**src/vic_pkg.sv**
```systemverilog
/*
 * Shared constants for the vectored interrupt controller: source map, register
 * offsets, field positions and reset values.
 * Assumes a 12-bit APB byte address and 32-bit data.
 */
package vic_pkg;
    localparam int          NSRC         = 19;
    localparam int          PRIO_W       = 3;
    localparam int          ID_W         = 5;
    localparam int          STACK_DEPTH  = 8;
    localparam int          STACK_PTR_W  = 4;
    localparam logic [31:0] SRC_MASK     = 32'h0007_01ff;
    localparam logic [31:0] NORMAL_MASK  = 32'h0007_01fe;
    localparam logic [31:0] VEC_RESET    = 32'h0000_0000;
    localparam logic [31:0] SPUR_RESET   = 32'h0000_0000;
    localparam int          MODE_EDGE_BIT = 5;
    localparam int          CORE_REQ_BIT  = 1;
    localparam logic [11:0] MODE_BASE    = 12'h000;
    localparam logic [11:0] VEC_BASE     = 12'h080;
    localparam logic [11:0] VEC_READ     = 12'h100;
    localparam logic [11:0] CUR_ID       = 12'h104;
    localparam logic [11:0] PEND_FLAGS   = 12'h10c;
    localparam logic [11:0] ENABLED      = 12'h110;
    localparam logic [11:0] CORE_STATUS  = 12'h114;
    localparam logic [11:0] ENABLE_CMD   = 12'h120;
    localparam logic [11:0] DISABLE_CMD  = 12'h124;
    localparam logic [11:0] CLEAR_CMD    = 12'h128;
    localparam logic [11:0] SET_CMD      = 12'h12c;
    localparam logic [11:0] EOS_CMD      = 12'h130;
    localparam logic [11:0] SPUR_ADDR    = 12'h134;

    typedef enum logic [3:0] {
        RK_NONE, RK_MODE, RK_VEC, RK_IVR, RK_CURID, RK_PEND, RK_ENA,
        RK_CORE, RK_ENCMD, RK_DISCMD, RK_CLR, RK_SET, RK_EOS, RK_SPUR
    } reg_kind_type;
endpackage : vic_pkg

```
**src/stack_if.sv**
```systemverilog
/*
 * Interface between the controller core and its priority level stack.
 * Assumes one clock domain; the stack registers on the controller clock.
 */
`timescale 1ns/1ps
interface stack_if;
    import vic_pkg::*;
    logic                   push;
    logic                   pop;
    logic [PRIO_W-1:0]      push_level;
    logic [PRIO_W-1:0]      top_level;
    logic                   has_level;
    logic [STACK_PTR_W-1:0] depth;
    modport ctl (output push, pop, push_level, input top_level, has_level, depth);
    modport stk (input push, pop, push_level, output top_level, has_level, depth);
endinterface : stack_if

```
**src/prio_select.sv**
```systemverilog
/*
 * Combinational selector of the highest-priority candidate source.
 * Assumes candidates are already masked by pending and enable state.
 */
`timescale 1ns/1ps
module prio_select
    import vic_pkg::*;
#(
    parameter int N = NSRC,
    parameter int W = PRIO_W
) (
    input  wire logic [N-1:0]   cand,
    input  wire logic [N*W-1:0] prio_flat,
    output logic                found,
    output logic [ID_W-1:0]     id,
    output logic [W-1:0]        prio
);
    // Scanning downward with >= leaves the lowest index among equals.
    always_comb begin
        found = 1'b0;
        id    = '0;
        prio  = '0;
        for (int i = N - 1; i >= 0; i--) begin
            if (cand[i] && (!found || prio_flat[i*W +: W] >= prio)) begin
                found = 1'b1;
                id    = ID_W'(i);
                prio  = prio_flat[i*W +: W];
            end
        end
    end
endmodule : prio_select

```
**src/level_stack.sv**
```systemverilog
/*
 * Hardware stack of current priority levels for nested service.
 * Assumes push and pop never arrive in the same cycle.
 */
`timescale 1ns/1ps
module level_stack
    import vic_pkg::*;
#(
    parameter int DEPTH = STACK_DEPTH
) (
    input  wire logic pclk,
    input  wire logic presetn,
    stack_if.stk      stk
);
    logic [PRIO_W-1:0]      mem_q [DEPTH];
    logic [PRIO_W-1:0]      mem_d [DEPTH];
    logic [STACK_PTR_W-1:0] ptr_q;
    logic [STACK_PTR_W-1:0] ptr_d;

    // A full stack ignores a push; strictly rising levels cannot overflow it.
    always_comb begin
        mem_d = mem_q;
        ptr_d = ptr_q;
        if (stk.push && ptr_q < STACK_PTR_W'(DEPTH)) begin
            mem_d[ptr_q[STACK_PTR_W-2:0]] = stk.push_level;
            ptr_d = ptr_q + 1'b1;
        end else if (stk.pop && ptr_q != '0) begin
            ptr_d = ptr_q - 1'b1;
        end
    end

    always_ff @(posedge pclk or negedge presetn) begin
        if (!presetn) begin
            ptr_q <= '0;
            for (int i = 0; i < DEPTH; i++) begin
                mem_q[i] <= '0;
            end
        end else begin
            ptr_q <= ptr_d;
            mem_q <= mem_d;
        end
    end

    logic [STACK_PTR_W-1:0] top_idx;
    assign top_idx       = ptr_q - 1'b1;
    assign stk.has_level = (ptr_q != '0);
    assign stk.top_level = mem_q[top_idx[STACK_PTR_W-2:0]];
    assign stk.depth     = ptr_q;
endmodule : level_stack

```
**src/vectored_irq_priority_control.sv**
```systemverilog
/*
 * Vectored priority interrupt controller with APB register access, command
 * registers, vector read with level stacking and end-of-service popping.
 * Assumes an APB master on pclk; peripheral requests are on pclk, the three
 * external requests arrive asynchronously on pins.
 */
// The APB register port was decided locally.
// Functional notes
// - Clear command ones clear matching pending sources; zeros do nothing.
// - Set command ones force matching sources pending; zeros do nothing.
// - Source bits: fast 0, software 1, serial/timer/watchdog 2-7, pio 8, external 16-18.
// - Any write to end-of-service command signals completion, data ignored.
// - A 32-bit writable register holds the spurious handler address.
// - Vector read makes the best pending source current, at its level.
// - Vector read drops the core request line.
// - Vector read clears pending of an edge-triggered selected source.
// - Vector read pushes the new current level onto the stack.
// - Vector read returns the stored vector of the selected source.
// - Request line rises again for pending priority above the current level.
// - End-of-service pops the stack, restoring the previous level.
// - After the pop, request rises for pending above the restored level.
// - Pending register reads one for pending, zero for inactive sources.
// - Enable command ones enable sources; only enabled sources compete.
`timescale 1ns/1ps
module vectored_irq_priority_control
    import vic_pkg::*;
(
    input  wire logic        pclk,
    input  wire logic        presetn,
    input  wire logic        psel,
    input  wire logic        penable,
    input  wire logic        pwrite,
    input  wire logic [11:0] paddr,
    input  wire logic [31:0] pwdata,
    output logic      [31:0] prdata,
    output logic             pready,
    output logic             pslverr,
    input  wire logic [8:0]  periph_req,
    input  wire logic [2:0]  ext_req_pin,
    output logic             core_request_line_n
);
    logic [31:0]       pend_q;
    logic [31:0]       pend_d;
    logic [31:0]       enab_q;
    logic [31:0]       enab_d;
    logic [31:0]       edge_q;
    logic [31:0]       edge_d;
    logic [31:0]       reqd_q;
    logic [31:0]       reqd_d;
    logic [PRIO_W-1:0] prio_q [NSRC];
    logic [PRIO_W-1:0] prio_d [NSRC];
    logic [31:0]       vec_q  [NSRC];
    logic [31:0]       vec_d  [NSRC];
    logic [31:0]       spur_q;
    logic [31:0]       spur_d;
    logic [ID_W-1:0]   cur_id_q;
    logic [ID_W-1:0]   cur_id_d;
    logic [2:0]        s1_q;
    logic [2:0]        s2_q;
    logic [2:0]        s3_q;
    logic [2:0]        ext_q;
    logic [2:0]        ext_d;
    logic [31:0]       prdata_q;
    logic [31:0]       prdata_d;
    logic              pready_q;
    logic              pready_d;
    logic              pslverr_q;
    logic              pslverr_d;
    logic              lat_found_q;
    logic              lat_found_d;
    logic [ID_W-1:0]   lat_id_q;
    logic [ID_W-1:0]   lat_id_d;
    logic [PRIO_W-1:0] lat_prio_q;
    logic [PRIO_W-1:0] lat_prio_d;
    logic              req_n_q;
    logic              req_n_d;

    stack_if stk ();

    function automatic reg_kind_type decode(input logic [11:0] a);
        logic [ID_W-1:0] i;
        i = a[6:2];
        decode = RK_NONE;
        if (a[1:0] != 2'b00) begin
            decode = RK_NONE;
        end else if (a[11:7] == MODE_BASE[11:7] && i < ID_W'(NSRC) && SRC_MASK[i]) begin
            decode = RK_MODE;
        end else if (a[11:7] == VEC_BASE[11:7] && i < ID_W'(NSRC) && SRC_MASK[i]) begin
            decode = RK_VEC;
        end else begin
            case (a)
                VEC_READ:    decode = RK_IVR;
                CUR_ID:      decode = RK_CURID;
                PEND_FLAGS:  decode = RK_PEND;
                ENABLED:     decode = RK_ENA;
                CORE_STATUS: decode = RK_CORE;
                ENABLE_CMD:  decode = RK_ENCMD;
                DISABLE_CMD: decode = RK_DISCMD;
                CLEAR_CMD:   decode = RK_CLR;
                SET_CMD:     decode = RK_SET;
                EOS_CMD:     decode = RK_EOS;
                SPUR_ADDR:   decode = RK_SPUR;
                default:     decode = RK_NONE;
            endcase
        end
    endfunction : decode

    reg_kind_type      kind;
    logic [ID_W-1:0]   idx;
    logic              setup;
    logic              access;
    logic              wr_any;
    logic              wr_clr;
    logic              wr_set;
    logic              wr_en;
    logic              wr_eos;
    logic              ivr_take;
    logic [31:0]       raw_req;
    logic [31:0]       eff_pend;
    logic [31:0]       cand;
    logic [31:0]       set_ev;
    logic [NSRC*PRIO_W-1:0] prio_flat;
    logic              sel_found;
    logic [ID_W-1:0]   sel_id;
    logic [PRIO_W-1:0] sel_prio;
    logic              above;

    assign kind     = decode(paddr);
    assign idx      = paddr[6:2];
    assign setup    = psel && !penable;
    assign access   = psel && penable && pready_q;
    assign wr_any   = access && pwrite;
    assign wr_clr   = wr_any && kind == RK_CLR;
    assign wr_set   = wr_any && kind == RK_SET;
    assign wr_en    = wr_any && kind == RK_ENCMD;
    assign wr_eos   = wr_any && kind == RK_EOS;
    assign ivr_take = access && !pwrite && kind == RK_IVR;

    // External pins pass three flops; the level moves only when the last two agree.
    assign raw_req  = {13'h0, ext_q, 7'h0, periph_req};
    // A level-sensitive source counts as pending while its request is high.
    assign eff_pend = (pend_q | (~edge_q & raw_req)) & SRC_MASK;
    assign cand     = eff_pend & enab_q & NORMAL_MASK;

    generate
        for (genvar g = 0; g < NSRC; g++) begin : g_flat
            assign prio_flat[g*PRIO_W +: PRIO_W] = prio_q[g];
        end
    endgenerate

    prio_select #(
        .N (NSRC),
        .W (PRIO_W)
    ) u_select (
        .cand      (cand[NSRC-1:0]),
        .prio_flat (prio_flat),
        .found     (sel_found),
        .id        (sel_id),
        .prio      (sel_prio)
    );

    // Only strictly higher priority than the current level may interrupt.
    assign above = sel_found && (!stk.has_level || sel_prio > stk.top_level);

    level_stack #(
        .DEPTH (STACK_DEPTH)
    ) u_stack (
        .pclk    (pclk),
        .presetn (presetn),
        .stk     (stk)
    );

    assign stk.push       = ivr_take && lat_found_q;
    assign stk.pop        = wr_eos;
    assign stk.push_level = lat_prio_q;

    always_comb begin
        logic [31:0] clr_ev;
        logic [31:0] rd;
        clr_ev   = '0;
        rd       = '0;
        ext_d    = (s2_q == s3_q) ? s3_q : ext_q;
        reqd_d   = raw_req;
        set_ev   = raw_req & ~reqd_q & edge_q;
        enab_d   = enab_q;
        edge_d   = edge_q;
        prio_d   = prio_q;
        vec_d    = vec_q;
        spur_d   = spur_q;
        cur_id_d = cur_id_q;
        if (wr_set) begin
            set_ev = set_ev | (pwdata & SRC_MASK);
        end
        if (wr_clr) begin
            clr_ev = pwdata & SRC_MASK;
        end
        if (ivr_take && lat_found_q) begin
            cur_id_d = lat_id_q;
            if (edge_q[lat_id_q]) begin
                clr_ev[lat_id_q] = 1'b1;
            end
        end
        // A new event in the clearing cycle survives the clear.
        pend_d = (set_ev | (pend_q & ~clr_ev)) & SRC_MASK;
        if (wr_en) begin
            enab_d = enab_q | (pwdata & SRC_MASK);
        end
        if (wr_any && kind == RK_DISCMD) begin
            enab_d = enab_q & ~pwdata;
        end
        if (wr_any && kind == RK_MODE) begin
            prio_d[idx] = pwdata[PRIO_W-1:0];
            edge_d[idx] = pwdata[MODE_EDGE_BIT];
        end
        if (wr_any && kind == RK_VEC) begin
            vec_d[idx] = pwdata;
        end
        if (wr_any && kind == RK_SPUR) begin
            spur_d = pwdata;
        end

        // Read data and the vector selection are frozen at setup, so the
        // access edge acts on exactly what the master is handed.
        case (kind)
            RK_MODE: begin
                rd[PRIO_W-1:0]    = prio_q[idx];
                rd[MODE_EDGE_BIT] = edge_q[idx];
            end
            RK_VEC:   rd = vec_q[idx];
            RK_IVR:   rd = above ? vec_q[sel_id] : spur_q;
            RK_CURID: rd[ID_W-1:0] = cur_id_q;
            RK_PEND:  rd = eff_pend;
            RK_ENA:   rd = enab_q;
            RK_CORE:  rd[CORE_REQ_BIT] = !req_n_q;
            RK_SPUR:  rd = spur_q;
            default:  rd = '0;
        endcase
        prdata_d    = prdata_q;
        pready_d    = pready_q;
        pslverr_d   = pslverr_q;
        lat_found_d = lat_found_q;
        lat_id_d    = lat_id_q;
        lat_prio_d  = lat_prio_q;
        if (setup) begin
            prdata_d    = pwrite ? 32'h0 : rd;
            pready_d    = 1'b1;
            pslverr_d   = (kind == RK_NONE);
            lat_found_d = above;
            lat_id_d    = sel_id;
            lat_prio_d  = sel_prio;
        end else if (access) begin
            pready_d  = 1'b0;
            pslverr_d = 1'b0;
        end
        // The line drops once no enabled pending source is above the current level, as after a read.
        req_n_d = !above;
    end

    always_ff @(posedge pclk or negedge presetn) begin
        if (!presetn) begin
            pend_q      <= '0;
            enab_q      <= '0;
            edge_q      <= '0;
            reqd_q      <= '0;
            spur_q      <= SPUR_RESET;
            cur_id_q    <= '0;
            s1_q        <= '0;
            s2_q        <= '0;
            s3_q        <= '0;
            ext_q       <= '0;
            prdata_q    <= '0;
            pready_q    <= 1'b0;
            pslverr_q   <= 1'b0;
            lat_found_q <= 1'b0;
            lat_id_q    <= '0;
            lat_prio_q  <= '0;
            req_n_q     <= 1'b1;
            for (int i = 0; i < NSRC; i++) begin
                prio_q[i] <= '0;
                vec_q[i]  <= VEC_RESET;
            end
        end else begin
            pend_q      <= pend_d;
            enab_q      <= enab_d;
            edge_q      <= edge_d;
            reqd_q      <= reqd_d;
            spur_q      <= spur_d;
            cur_id_q    <= cur_id_d;
            s1_q        <= ext_req_pin;
            s2_q        <= s1_q;
            s3_q        <= s2_q;
            ext_q       <= ext_d;
            prdata_q    <= prdata_d;
            pready_q    <= pready_d;
            pslverr_q   <= pslverr_d;
            lat_found_q <= lat_found_d;
            lat_id_q    <= lat_id_d;
            lat_prio_q  <= lat_prio_d;
            req_n_q     <= req_n_d;
            prio_q      <= prio_d;
            vec_q       <= vec_d;
        end
    end

    assign prdata              = prdata_q;
    assign pready              = pready_q;
    assign pslverr             = pslverr_q;
    assign core_request_line_n = req_n_q;
endmodule : vectored_irq_priority_control

```
**config.mk**
```make
export PLATFORM = sky130hd
export DESIGN_NAME = vectored_irq_priority_control
export DESIGN_NICKNAME = d
export VERILOG_FILES = /design/src/vic_pkg.sv /design/src/stack_if.sv /design/src/prio_select.sv /design/src/level_stack.sv /design/src/vectored_irq_priority_control.sv
export SDC_FILE = /design/constraint.sdc
export NUM_CORES = 2
export LEC_CHECK = 0
export ABC_CLOCK_PERIOD_IN_PS = 27300
export BUFFER_PORTS_ARGS = -buffer_cell sky130_fd_sc_hd__buf_4
export CORE_ASPECT_RATIO = 1.25
export CORE_MARGIN = 1.5
export CORE_UTILIZATION = 35
export DETAILED_ROUTE_END_ITERATION = 8
export PLACE_DENSITY = 0.61
export SETUP_SLACK_MARGIN = 0.1
export SKIP_LAST_GASP = 1
export SLEW_MARGIN = 10
export SYNTH_ARGS = -nofsm -noshare
export SYNTH_HDL_FRONTEND = slang
export SYNTH_SLANG_ARGS = --single-unit
export TNS_END_PERCENT = 100
```
**constraint.sdc**
```tcl
create_clock -name pclk -period 27.3 [get_ports pclk]
set_input_delay 5.46 -clock pclk [delete_from_list [all_inputs] [get_ports pclk]]
set_output_delay 5.46 -clock pclk [all_outputs]
set_load 0.005 [all_outputs]
```
* After elaboration in Yosys (flattened, before gate mapping) *
Memories as Yosys holds them, arrays and structs flattened.
Index checks and enable logic that the tools add are counted.

storage, ports and cells
  flip-flop bits (word level) = 874
  bits in latches = 0
  RAM bits = 0
  memory bits (read-only) = 32
  input port bits = 61
  logic and storage cells = 291
  memories kept = 1

memories
  name              words  width  read ports  clocked after memory_dff  write ports  line                                 text
  (name not given)  32     1      1           0                         0            vectored_irq_priority_control.sv:88  end else if (a[11:7] == VEC_BASE[11:7] && i < ID_W'(NSRC) && SRC_MASK[i]) begin

operators by class
  $add $sub $neg = 2
  multiply operators = 0
  div/mod/pow operators = 0
  order comparisons = 23
  equal/unequal tests = 26
  shift operators = 0
  muxes and demuxes = 87
  bitwise gates (word level) = 19
  reduce and logical (&&, ||, !) cells = 69

operator list
  cell                                                                     number
  608-bit bitwise mux                                                      1
  32-bit binary-select mux with 5-bit select                               2
  32-bit two-way mux                                                       9
  32-bit demux with 5-bit select                                           1
  12-bit by 9-bit equality test with 1-bit output (second input constant)  11
  26-bit case mux with 5 select lines                                      1
  19-bit bitwise AND                                                       5
  19-bit two-way mux                                                       4
  19-bit bitwise OR                                                        4
  57-bit bitwise mux                                                       1
  19-bit NOT                                                               3
  5-bit two-way mux                                                        11
  3-bit two-way mux                                                        17
  4-bit case mux with 11 select lines                                      1
  1-bit logical AND                                                        36
  32-bit bitwise AND                                                       1
  32-bit bitwise mux                                                       1
  32-bit NOT                                                               1
  32-bit by 19-bit bitwise OR with 32-bit output                           1
  3-bit greater-or-equal comparator                                        10
  24-bit bitwise mux                                                       1
  4-bit equality test (second input constant)                              6
  4-bit two-way mux                                                        5
  1-bit two-way mux                                                        19
  34 further kinds                                                         74

* Logic depth before layout (Yosys ltp) *
  depth in word-level cells = 52
  gate-level depth with buffers = 83
  depth with buffers taken out = 80

* Hierarchy *
Synthesis repeated with hierarchy kept, for this count alone.

unflattened totals
  cell total of the unflattened synthesis = 3,736
  area, all modules = 46,009.1 µm²

modules (own cells, without submodules)
  module                         instances  cells each  area an instance (µm²)  seq. area each (µm²)
  vectored_irq_priority_control  1          3,212       41,559.9                21,171.6
  prio_select                    1          422         2,980.4                 0.0
  level_stack                    1          102         1,468.9                 700.7

* Least setup slack after synthesis *
No wires, ideal clock.

  path type = in2reg
  from = input port periph_req[8]
  to = register prdata_q[19], in the netlist prdata[19]
  library setup time = 0.120 ns
  data arrival time = 17.436 ns
  path slack = 9.745 ns
  stages on the path = 61
  cell sequence = nor2b_1 > o21a_1 > o21ai_2 > mux2_4 > ha_1 > nand2b_1 > a21o_1 > a21oi_1 > a21o_1 > mux2_2 > ha_1 > nand2b_1 > a21o_1 > a21o_1 > o2bb2ai_1 > mux2_2 > ha_1 > nand2b_1 > [... 25 more ...] > nand2b_1 > a21o_1 > a21oi_1 > nand2_1 > nand2_2 > a21oi_1 > ha_1 > a21o_1 > a21oi_1 > a31oi_1 > o22a_1 > clkbuf_1 > inv_1 > a21o_1 > clkbuf_1 > a222oi_1 > o221ai_1 > a31o_1

between the ends
  elaborated cells on any way between the ends = 66

RTL lines
  what                                                                    line                                  text
  from (decl)                                                             vectored_irq_priority_control.sv:38   input wire logic [8:0] periph_req,
  19-bit bitwise AND *                                                    vectored_irq_priority_control.sv:142  assign eff_pend = (pend_q | (~edge_q & raw_req)) & SRC_MASK;
  19-bit bitwise OR *                                                     vectored_irq_priority_control.sv:142
  19-bit bitwise AND *                                                    vectored_irq_priority_control.sv:143  assign cand = eff_pend & enab_q & NORMAL_MASK;
  1-bit logical AND *                                                     prio_select.sv:24                     if (cand[i] && (!found || prio_flat[i*W +: W] >= prio)) begin
  3-bit two-way mux or 1-bit two-way mux (tied branches)                  prio_select.sv:24
  3-bit greater-or-equal comparator or 1-bit logical NOT (tied branches)  prio_select.sv:24
  1-bit logical OR                                                        prio_select.sv:24
  1-bit logical AND                                                       prio_select.sv:24
  [... 24 more ...]                                                       --
  3-bit two-way mux *                                                     prio_select.sv:24
  net sel_prio[1]                                                         vectored_irq_priority_control.sv:125  logic [PRIO_W-1:0] sel_prio;
  3-bit greater-than comparator *                                         vectored_irq_priority_control.sv:163  assign above = sel_found && (!stk.has_level || sel_prio > stk.top_level);
  1-bit logical OR *                                                      vectored_irq_priority_control.sv:163
  1-bit logical AND *                                                     vectored_irq_priority_control.sv:163
  32-bit two-way mux *                                                    vectored_irq_priority_control.sv:230  RK_IVR: rd = above ? vec_q[sel_id] : spur_q;
  26-bit case mux with 5 select lines *                                   vectored_irq_priority_control.sv:224  case (kind)
  32-bit two-way mux *                                                    vectored_irq_priority_control.sv:245  prdata_d = pwrite ? 32'h0 : rd;
  to (signal assigned)                                                    vectored_irq_priority_control.sv:293  prdata_q <= prdata_d;
  to (decl)                                                               vectored_irq_priority_control.sv:63   logic [31:0] prdata_q;

Mark *: on every way through the listed nets, which the timed path passes. The rest lies on a longest branch. The select of a mux whose other input is x is not followed.
A chain may end at the register's enable or synchronous reset.

* Worst setup path after layout *
  from = input port periph_req[8]
  to = register prdata_q[11], in the netlist prdata[11]

The elaborated chain is that of the path after synthesis.

==> metrics.yaml <==
place_congestion: 0.911
finalClockSkew_ns: 0.0284
clockBufferDepth: 3
cap_violations: 0
synthCells: 3459
slowest_delay_ns: 0.87
rsz0062_at_grt: "false"
crit_arrival_ns: 19.90
die_x_um: 314
drive_gt1_frac: 0.323
utilization: 0.390
synth-edff-count: 0
final_common_cell: "dfrtp_1"
io_pins: 96
fin_hold_ws_ns: 0.361
nets: 3282
wire_per_inst_um: 26.5
ys_seq_area_frac: 0.518
antenna_found_initial: 10
placed_cell_area_mm2: 0.0435
crit_top_cell: "ha_1"
dpl.cell_count: 4678
cp-end-kind: "register"
cts_tree: "done"
die_height_um: 391
crit_family: "compound AO/OA/AOI/OAI gates"
async_flop_share: 1.00
drt-initial-drc-count: 2625
final_area_mm2: 0.0467
leakagePower_nw: 21.3
clock_sinks: 874
grt-ovfl-total: 0
finalSetupViolCount: 0
grt_pass1_wl_um: 193000
routed_via_density: 5.86
synth-main-ff-cell: "dfrtp_1"
critPathMaxFanout: 19
clk_pin_slew_ns: 0.05
wl_um: 129000
drc: 0
start_util: 0.353
track_usage: 0.209
cts_setup_buffers: 0
cp_data_required_time_ns: 27.90
relSlewSlack: 0.168
fmax_mhz: 51.8
synth_area_per_cell_um2: 12.2
drt.antenna.violating_nets: 0
ys_warn_count: 0
vias: 28400
ir_worst_vdd_uv: 40.7
rows: 142
numPortBuffers: 95
instances_no_fill: 4855
htreeDepth: 3
ctsResizeCount: 0
numCtsBuffers: 93
area_growth_pct: 10.6
critPathKind: "in2reg"
hold_violations: 0
critPathLaunchType: "input pin"
worst_pin_slew_ns: 1.24
clockRootBuffer: "clkbuf_16"
fin_setup_tns_ns: 0
synth-seq-cells: 874
drtPass1Iterations: 7
timing.final.crit_share: 0.707
cts_hold_buf: 0
grt_max_degree: 101
mostFrequentLayoutCells: "dfrtp_1 (873), mux2_2 (521), nand2_1 (182)"
cp_slowest_cell: "a21o_1"
synth_nets: 3552
clk_latency_ns: 0.69
dp_slack_ns: 7.44
core_mm2: 0.120
maxSlewViolCount: 0
hpwlAfterDp_um: 76800
syn-cell-area_mm2: 0.0422
synth_top_area_frac: 0.517
synth_area_leader_cell: "dfrtp_1"
synth.distinct_cells: 90
power.density_mw_per_mm2: 58.6
hp-class: "reg2reg"
status: "complete, no violations"
grt_pass1_vias: 29100
die_area_mm2: 0.123
path_buf_inv: 3
nFillCells: 11300
finalWorstSetupSlack_ns: 8.00
total_power_mw: 2.74
period_minus_slack_ns: 19.30
yosys-top-cells-area: "dfrtp_1 (52%), mux2_2 (14%), mux4_2 (8.4%)"
==> metal layers <==
metal | share of wire | track usage
met2 | 0.47 | 0.333
met5 | 0.00047 | 0
met1 | 0.41 | 0.274
met3 | 0.074 | 0.0369
met4 | 0.046 | 0.103
==> sequential cells by signal, summed over array words and instances (netlist names), 4 cells and up, named ones only <==
name               count
cur_id_q               5
edge_q                32
enab_q                20
lat_id_q               5
pend_q                12
prdata                32
prio_flat             57
reqd_q                12
spur_q                32
u_stack.mem_q         24
u_stack.stk.depth      4
vec_q                608
==> power breakdown <==
group          switching, mW  internal, mW  leakage [nW]  total, mW
combinational         0.0887        0.0305          7.61      0.119
clock                  0.551         0.763          1.55       1.31
sequential           0.00322          1.30          12.1       1.30
total                  0.643          2.09          21.3       2.74
==> layout make-up <==
class	count	area, um^2	share of cell area
sequential	874	21900	0.469
tap	1584	1980	0.0425
inverter	33	124	0.00265
timing repair buffer	153	1180	0.0254
clock inverter	50	604	0.0129
multi-input combinational	2034	18300	0.393
antenna	4	10.0	0.000214
clock buffer	123	2570	0.0551
==> worst paths after layout <==
kind                               startpoint  slack [ns]         end  depth (start not counted)
worst max-delay path            periph_req[8]        8.00  prdata[11]                         61
worst min-delay path                  s1_q[0]        0.36     s2_q[0]                          0
worst max register to register       ext_q[2]        9.25  prdata[11]                         75
worst min register to register        s1_q[0]        0.36     s2_q[0]                          0
max in group asynchronous             presetn       17.89  vec_q[226]                          6
min in group asynchronous             presetn        4.77  vec_q[108]                          1
==> Yosys cell counts, types with 19 or more instances <==
library cell / n
o221ai_1: 41
a21boi_0: 24
mux2_2: 521
a21oi_1: 125
mux2i_1: 94
a222oi_1: 19
nor2_1: 145
buf_2: 19
nand2_1: 187
buf_1: 44
o22ai_1: 48
ha_1: 32
a22oi_1: 33
mux4_2: 157
clkbuf_1: 439
a31oi_1: 22
nor3_1: 24
o21ai_0: 119
a221oi_1: 75
inv_1: 33
nand3_1: 34
o21ai_1: 53
dfrtp_1: 873
==> logic make-up after synthesis <==
kind of cell               synth area share
muxes                                 0.248
DFF                                   0.518
buffers and inverters                0.0516
and+or+nand+nor                      0.0551
xor gates and xnor gates            0.00124
AOI/OAI and AO/OA                     0.117
adders and majority gates           0.00948
No activity file was read; power rests on OpenSTA's default activity.
